File: src/hdl/alu_pkg.sv
// Constants and enumerations for the arithmetic, logic and bit execution unit
// Assumes a single CLK domain; used by hdl/alu_core.sv and hdl/alu_exec.sv
package alu_pkg;
  // ==========================================
  // Widths
  localparam int DATA_W = 8;
  localparam int ADDR_W = 7;
  localparam int BIT_W = 3;
  // ==========================================
  // Timing
  localparam int OSC_PER_CYCLE = 4;
  localparam logic [1:0] PHASE_LAST = 2'h3;
  localparam logic [1:0] PHASE_RST = 2'h0;
  // ==========================================
  // Reset values and flag positions
  localparam logic [7:0] ACC_RST = 8'h00;
  localparam logic [7:0] CLEAR_VALUE = 8'h00;
  localparam int CARRY_POS = 7;
  localparam int DIGIT_POS = 3;
  // ==========================================
  // Operations
  typedef enum logic [3:0] {
    nop_op,
    literal_add_op,
    register_add_op,
    register_and_op,
    literal_and_op,
    bit_clear_op,
    bit_set_op,
    skip_if_bit_set_op,
    register_clear_op
  } op_t;
  typedef enum logic [1:0] {
    st_idle,
    st_exec,
    st_skip
  } state_t;
endpackage : alu_pkg

File: src/hdl/alu_exec.sv
// Combinational result and flag generator for one operation
// Assumes operands are stable while the operation is held
`timescale 1ns/1ps
module alu_exec (
  input wire logic [3:0] op,
  input wire logic [7:0] acc,
  input wire logic [7:0] reg_val,
  input wire logic [7:0] literal,
  input wire logic [2:0] bit_sel,
  output logic [7:0] result,
  output logic carry,
  output logic digit_carry,
  output logic zero,
  output logic bit_is_set
);
  // ==========================================
  // Datapath
  wire logic [8:0] add_b;
  wire logic [8:0] sum9;
  wire logic [4:0] low_sum;
  wire logic [7:0] bit_mask;
  wire alu_pkg::op_t op_e;
  assign op_e = alu_pkg::op_t'(op);
  assign add_b = (op_e == alu_pkg::literal_add_op) ? {1'b0, literal} : {1'b0, reg_val};
  assign sum9 = {1'b0, acc} + add_b;
  assign low_sum = {1'b0, acc[3:0]} + {1'b0, add_b[3:0]};
  assign bit_mask = 8'h01 << bit_sel;
  assign bit_is_set = reg_val[bit_sel];
  assign carry = sum9[alu_pkg::CARRY_POS + 1];
  assign digit_carry = low_sum[alu_pkg::DIGIT_POS + 1];
  assign zero = (result == 8'h00);
  always_comb begin
    case (op_e)
      alu_pkg::literal_add_op: result = sum9[7:0];
      alu_pkg::register_add_op: result = sum9[7:0];
      alu_pkg::register_and_op: result = acc & reg_val;
      alu_pkg::literal_and_op: result = acc & literal;
      alu_pkg::bit_clear_op: result = reg_val & ~bit_mask;
      alu_pkg::bit_set_op: result = reg_val | bit_mask;
      alu_pkg::register_clear_op: result = alu_pkg::CLEAR_VALUE;
      default: result = reg_val;
    endcase
  end
endmodule : alu_exec

File: src/hdl/alu_core.sv
// What this block does
// - Literal add into accumulator, flags C DC Z
// - Register add, flags from the sum
// - Destination bit picks accumulator or register
// - Register AND, zero flag only, destination select
// - Literal AND into accumulator, zero only
// - Bit clear, other bits and flags kept
// - Bit set, other bits and flags kept
// - Bit test set skips next instruction
// - Register clear writes zero, sets zero flag
// - Four clocks per cycle, skip adds one
//
// Execution unit holding the accumulator and status flags
// Assumes the decoder presents the register value read at REG_ADDR on REG_RDATA combinationally
`timescale 1ns/1ps
module alu_core (
  input wire logic CLK,
  input wire logic SYS_RST,
  input wire logic OP_VALID,
  input wire logic [3:0] OP_CODE,
  input wire logic [7:0] OP_LITERAL,
  input wire logic [6:0] OP_ADDR,
  input wire logic [2:0] OP_BIT,
  input wire logic OP_DEST,
  input wire logic [7:0] REG_RDATA,
  output logic OP_READY,
  output logic [6:0] REG_ADDR,
  output logic REG_WE,
  output logic [7:0] REG_WDATA,
  output logic [7:0] ACC,
  output logic CARRY_FLAG,
  output logic DIGIT_CARRY_FLAG,
  output logic ZERO_FLAG,
  output logic SKIP_NEXT,
  output logic OP_DONE
);
  // ==========================================
  // Instruction cycle sequencing
  alu_pkg::state_t state_r, state_nxt;
  logic [1:0] phase_r;
  logic [3:0] op_r;
  logic [7:0] lit_r;
  logic [6:0] addr_r;
  logic [2:0] bit_r;
  logic dest_r;
  logic [7:0] acc_r;
  logic c_r, dc_r, z_r;
  logic we_r;
  logic [7:0] wdata_r;
  logic skip_r;
  logic done_r;
  logic ready_r;
  wire logic [7:0] result;
  wire logic carry, digit_carry, zero, bit_is_set;
  wire logic last_phase;
  wire logic accept;
  wire logic commit;
  wire alu_pkg::op_t op_e;
  wire logic upd_all, upd_zero, to_reg, to_acc, take_skip;

  alu_exec u_exec (
    .op(op_r),
    .acc(acc_r),
    .reg_val(REG_RDATA),
    .literal(lit_r),
    .bit_sel(bit_r),
    .result(result),
    .carry(carry),
    .digit_carry(digit_carry),
    .zero(zero),
    .bit_is_set(bit_is_set)
  );

  assign op_e = alu_pkg::op_t'(op_r);
  assign last_phase = (phase_r == alu_pkg::PHASE_LAST);
  // Requests while busy are dropped, not queued
  assign accept = (state_r == alu_pkg::st_idle) && OP_VALID;
  assign commit = (state_r == alu_pkg::st_exec) && last_phase;
  // Flag update classes
  assign upd_all = (op_e == alu_pkg::literal_add_op) || (op_e == alu_pkg::register_add_op);
  assign upd_zero = (op_e == alu_pkg::register_and_op) || (op_e == alu_pkg::literal_and_op)
      || (op_e == alu_pkg::register_clear_op);
  // Destination decode
  assign to_reg = (((op_e == alu_pkg::register_add_op) || (op_e == alu_pkg::register_and_op)) && dest_r)
      || (op_e == alu_pkg::bit_clear_op) || (op_e == alu_pkg::bit_set_op)
      || (op_e == alu_pkg::register_clear_op);
  assign to_acc = (((op_e == alu_pkg::register_add_op) || (op_e == alu_pkg::register_and_op)) && !dest_r)
      || (op_e == alu_pkg::literal_add_op) || (op_e == alu_pkg::literal_and_op);
  assign take_skip = (op_e == alu_pkg::skip_if_bit_set_op) && bit_is_set;

  always_comb begin
    state_nxt = state_r;
    case (state_r)
      alu_pkg::st_idle: if (OP_VALID) state_nxt = alu_pkg::st_exec;
      alu_pkg::st_exec: begin
        if (last_phase) begin
          state_nxt = take_skip ? alu_pkg::st_skip : alu_pkg::st_idle;
        end
      end
      // Second cycle is a no-operation of four clocks
      alu_pkg::st_skip: if (last_phase) state_nxt = alu_pkg::st_idle;
      default: state_nxt = alu_pkg::st_idle;
    endcase
  end

  wire logic [1:0] phase_nxt;
  // Idle parks the phase so every cycle starts at zero
  assign phase_nxt = (state_r == alu_pkg::st_idle) ? alu_pkg::PHASE_RST : phase_r + 2'h1;
  always_ff @(posedge CLK) begin
    if (SYS_RST) begin
      state_r <= alu_pkg::st_idle;
      phase_r <= alu_pkg::PHASE_RST;
    end else begin
      state_r <= state_nxt;
      phase_r <= phase_nxt;
    end
  end

  // ==========================================
  // Operand capture
  wire logic [3:0] op_nxt;
  wire logic [7:0] lit_nxt;
  wire logic [6:0] addr_nxt;
  wire logic [2:0] bit_nxt;
  wire logic dest_nxt;
  // Operands freeze for the whole cycle, so late decoder changes are harmless
  assign op_nxt = accept ? OP_CODE : op_r;
  assign lit_nxt = accept ? OP_LITERAL : lit_r;
  assign addr_nxt = accept ? OP_ADDR : addr_r;
  assign bit_nxt = accept ? OP_BIT : bit_r;
  assign dest_nxt = accept ? OP_DEST : dest_r;
  always_ff @(posedge CLK) begin
    if (SYS_RST) begin
      op_r <= 4'h0;
      lit_r <= 8'h00;
      addr_r <= 7'h00;
      bit_r <= 3'h0;
      dest_r <= 1'b0;
    end else begin
      op_r <= op_nxt;
      lit_r <= lit_nxt;
      addr_r <= addr_nxt;
      bit_r <= bit_nxt;
      dest_r <= dest_nxt;
    end
  end

  // ==========================================
  // Accumulator and flags
  wire logic [7:0] acc_nxt;
  wire logic c_nxt;
  wire logic dc_nxt;
  wire logic z_nxt;
  // Bit ops and the skip test fall in neither class, so flags hold
  assign acc_nxt = (commit && to_acc) ? result : acc_r;
  assign c_nxt = (commit && upd_all) ? carry : c_r;
  assign dc_nxt = (commit && upd_all) ? digit_carry : dc_r;
  assign z_nxt = (commit && (upd_all || upd_zero)) ? zero : z_r;
  always_ff @(posedge CLK) begin
    if (SYS_RST) begin
      acc_r <= alu_pkg::ACC_RST;
      c_r <= 1'b0;
      dc_r <= 1'b0;
      z_r <= 1'b0;
    end else begin
      acc_r <= acc_nxt;
      c_r <= c_nxt;
      dc_r <= dc_nxt;
      z_r <= z_nxt;
    end
  end

  // ==========================================
  // Register file write
  wire logic we_nxt;
  wire logic [7:0] wdata_nxt;
  assign we_nxt = commit && to_reg;
  // Data follows the result every clock; only the strobe qualifies it
  assign wdata_nxt = result;
  always_ff @(posedge CLK) begin
    if (SYS_RST) begin
      we_r <= 1'b0;
      wdata_r <= 8'h00;
    end else begin
      we_r <= we_nxt;
      wdata_r <= wdata_nxt;
    end
  end

  // ==========================================
  // Handshake outputs
  wire logic skip_nxt;
  wire logic done_nxt;
  wire logic ready_nxt;
  assign skip_nxt = commit && take_skip;
  assign done_nxt = commit;
  // Ready looks one state ahead so it rises with the return to idle: with the commit, or after the skip cycle when one follows
  assign ready_nxt = (state_nxt == alu_pkg::st_idle);
  always_ff @(posedge CLK) begin
    if (SYS_RST) begin
      skip_r <= 1'b0;
      done_r <= 1'b0;
      ready_r <= 1'b0;
    end else begin
      skip_r <= skip_nxt;
      done_r <= done_nxt;
      ready_r <= ready_nxt;
    end
  end

  // ==========================================
  // Output ports
  assign OP_READY = ready_r;
  assign REG_ADDR = addr_r;
  assign REG_WE = we_r;
  assign REG_WDATA = wdata_r;
  assign ACC = acc_r;
  assign CARRY_FLAG = c_r;
  assign DIGIT_CARRY_FLAG = dc_r;
  assign ZERO_FLAG = z_r;
  assign SKIP_NEXT = skip_r;
  assign OP_DONE = done_r;
endmodule : alu_core

File: config.mk
export PLATFORM = sky130hd
export DESIGN_NAME = alu_core
export DESIGN_NICKNAME = d
export VERILOG_FILES = /design/src/hdl/alu_pkg.sv /design/src/hdl/alu_exec.sv /design/src/hdl/alu_core.sv
export SDC_FILE = /design/constraint.sdc
export NUM_CORES = 1
export LEC_CHECK = 0
export ABC_CLOCK_PERIOD_IN_PS = 4100
export BUFFER_PORTS_ARGS = -buffer_cell sky130_fd_sc_hd__clkbuf_2
export CAP_MARGIN = 20
export CORE_ASPECT_RATIO = 0.5
export CORE_MARGIN = 5
export CORE_UTILIZATION = 35
export CTS_CLUSTER_DIAMETER = 40
export DETAILED_ROUTE_END_ITERATION = 6
export PLACE_DENSITY = 0.64
export SLEW_MARGIN = 20
export SYNTH_ARGS = -nofsm -noshare
export SYNTH_HDL_FRONTEND = slang
export SYNTH_SLANG_ARGS = --single-unit
File: constraint.sdc
create_clock -name CLK -period 4.1 [get_ports CLK]
set_input_delay 0.205 -clock CLK [delete_from_list [all_inputs] [get_ports CLK]]
set_output_delay 0.205 -clock CLK [all_outputs]
set_load 0.005 [all_outputs]
==> impl_metrics.env <==
export IMPL_start_util_pct=35.71
export IMPL_drc=0
export IMPL_place_area_sq_mm=0.003203
export IMPL_fp_dieH_um=73.66
export IMPL_cp_start_kind="flop"
export IMPL_powerDensity_mw_per_mm2=338.5
export IMPL_regArea_sq_mm=0.001001
export IMPL_ir_drop_mv=0.1819
export IMPL_cp_cell_sequence="nor4b_4 -> buf_4 -> mux2_2 -> ha_1 -> o21ai_0 -> o21ai_0 -> a31oi_1 -> nor4_1 -> a41oi_1 -> and3b_1 -> a211oi_1"
export IMPL_end_kind="flop"
export IMPL_wl_per_cell_um=15.19
export IMPL_post_cts_buffers=0
export IMPL_cts_num_sinks=50
export IMPL_insertion_delay_ns=0.29
export IMPL_max_stage_delay_ns=0.45
export IMPL_synth_area_leaders="dfxtp_1 (35%), nand2_1 (8.1%), a21oi_1 (6.0%)"
export IMPL_fin_setup_tns_ns=0
export IMPL_ys_async_sr_fraction_pct=0
export IMPL_fmax_mhz=324.0
export IMPL_syn_num_nets=389
export IMPL_gp_congestion=0.8483
export IMPL_area_growth_pct=17.73
export IMPL_hp_start="OP_BIT[1]"
export IMPL_synth_distinct_cells=56
export IMPL_r2r_start="op_e[3]"
export IMPL_via_per_inst=5.206
export IMPL_drv_slew=0
export IMPL_gr_usage_all_layers_pct=16.00
export IMPL_worst_slack_ns=1.013
export IMPL_rows=23
export IMPL_ctsResizeCount=0
export IMPL_grt_max_degree=51
export IMPL_outcome="finished clean"
export IMPL_drtIter0Drc=172
export IMPL_multi_input_area_sq_mm=0.001683
export IMPL_grt_pass1_wl_um=12570
export IMPL_synth_top_cell_by_area="dfxtp_1"
export IMPL_firstDrtPassIters=4
export IMPL_ios=64
export IMPL_synth_seq_cells=50
export IMPL_clk_root_buffer_cell="clkbuf_16"
export IMPL_htree_levels=2
export IMPL_cp_max_fo=13
export IMPL_timing_critical_path_buf_inv=1
export IMPL_relSlewSlack_pct=28.33
export IMPL_required_ns=4.29
export IMPL_hold_violations=0
export IMPL_rsz0062_at_grt="no"
export IMPL_clk_pin_slew_ns=0.07
export IMPL_period_needed_ns=3.087
export IMPL_numCtsBuffers=5
export IMPL_cts_hold_buf=0
export IMPL_ys_seq_area_share_pct=35.29
export IMPL_core_area_sq_mm=0.007943
export IMPL_critPathArrivalTime_ns=3.28
export IMPL_place_ws_ns=1.048
export IMPL_grt_antenna_before_repair=0
export IMPL_antenna_cells=0
export IMPL_synth_commonest_cells="nand2_1 (61), dfxtp_1 (50), nor2_1 (37), a21oi_1 (34)"
export IMPL_hold_path_class="primary input to flop"
export IMPL_yosys_warnings=0
export IMPL_setup_viol=0
export IMPL_total_power_w=0.001130
export IMPL_cp_top_family="simple AND/OR/NAND/NOR gates"
export IMPL_clockBufferDepth=2
export IMPL_syn_inst=345
export IMPL_finalInstanceArea_sq_mm=0.003339
export IMPL_hpwlAfterDp_um=5529
export IMPL_routed_wl_um=7730
export IMPL_synth_area_sq_mm=0.002836
export IMPL_ant_nets=0
export IMPL_synth_flop_cell="dfxtp_1"
export IMPL_synth_area_per_cell_sq_um=8.222
export IMPL_die_area_sq_mm=0.01011
export IMPL_die_x_um=137.3
export IMPL_slowest_stage="dfxtp_1"
export IMPL_yosysTopAreaCellShare_pct=35.29
export IMPL_gr_total_overflow=0
export IMPL_total_leakage_power_nw=1.349
export IMPL_cap_violations=0
export IMPL_fill_cells=827
export IMPL_fin_nets=441
export IMPL_worst_pin_slew_ns=1.069
export IMPL_skew_ns=0.006628
export IMPL_dr_total_vias=2650
export IMPL_cts_tree="done"
export IMPL_stdcell_count=509
export IMPL_worstSetupPathType="flop to flop"
export IMPL_startpoint="op_e[3]"
export IMPL_dp_cells=502
export IMPL_grt_pass1_vias=2415
export IMPL_drive_above_1_share_pct=23.43
export IMPL_portBuffers=63
export IMPL_cpMostUsedCell="o21ai_0"
export IMPL_synth_most_common_cell="nand2_1"
export IMPL_synth_enable_flop_cells=0
export IMPL_finalCritPeriodShare_pct=75.28
-- worst register-to-register path: stages, from the launching register on --
cell	delay, ns
dfxtp_1	0.45
nor4b_4	0.35
buf_4	0.23
mux2_2	0.35
ha_1	0.34
o21ai_0	0.10
o21ai_0	0.26
a31oi_1	0.16
nor4_1	0.25
a41oi_1	0.07
and3b_1	0.22
a211oi_1	0.21
-- cell families after synthesis --
group	share of synthesized area, %
AOI/OAI and AO/OA	22.23
xor gates and xnor gates	2.779
adders and majority gates	4.676
buffers and inverters	5.558
DFF	35.29
muxes	6.529
and+or+nand+nor	22.94
-- through the flow --
step           utilization (%)  hold slack [ns]
2_1_floorplan                -           0.2849
3_3_place_gp             40.33           0.4238
3_5_place_dp             40.33           0.4254
4_1_cts                  42.04           0.1220
5_1_grt                  42.04           0.1250
6_report                 42.04           0.1261
-- registers in the layout, indices dropped and copies added (netlist names), 2 cells and up --
name       flops
op_e           4
lit_r          8
REG_WDATA      8
bit_r          3
REG_ADDR       7
phase_r        2
state_r        2
ACC            8
-- power by group --
group	switching [W]	leakage, nW	internal (W)
Combinational	0.000112	0.877	0.0000842
Sequential	0.0000208	0.409	0.000509
Clock	0.000181	0.0629	0.000223
Total	0.000314	1.35	0.000817
-- metal layers --
metal / global-route usage, % / vias to the layer above / wire length (um)
met2: 23.60 / 83 / 3296
met4: 4.535 / 0 / 93
met5: 0 / - / 0
met1: 22.04 / 1208 / 3697
met3: 5.746 / 9 / 642
li1: - / 1350 / -
-- path summary, 6_finish.rpt --
kind         depth (start not counted)    endpoint  slack [ns]
max                                 11      ACC[7]        1.01
min                                  3    bit_r[1]        0.13
max reg2reg                         11      ACC[7]        1.01
min reg2reg                          1  phase_r[0]        0.43
-- final cells by class --
class / count / area share, %
repair buffers: 68 / 10.57
clock inverters: 1 / 0.2248
inverters: 7 / 0.7868
multi-input cells: 265 / 50.39
clock buffers: 6 / 3.859
well taps: 112 / 4.196
flip-flops and latches: 50 / 29.97
-- placed cells by master, fill, tap and decap left out, types with 2 or more instances in the layout --
master     count
nand3b_1       2
dfxtp_1       50
a211oi_1      12
nor3_1         3
and3b_1        4
nor3b_1        2
mux2_2         8
nor2b_1        2
clkbuf_2      63
a21oi_1       34
o21ai_0       12
a32o_1         2
mux2i_1        5
inv_1          7
a221oi_1       2
ha_1           9
a211oi_2       2
a31oi_1        9
xor2_1         2
nand3_1        5
nand2_1       61
a32oi_1        4
xnor2_1        7
nor3_2         3
o31a_1         4
o21a_1         4
buf_4          5
nand4_1        2
clkbuf_16      5
nand2b_1       2
and2_1         3
nor2_1        37
mux4_2         2
Power figures use the tool's default switching activity.
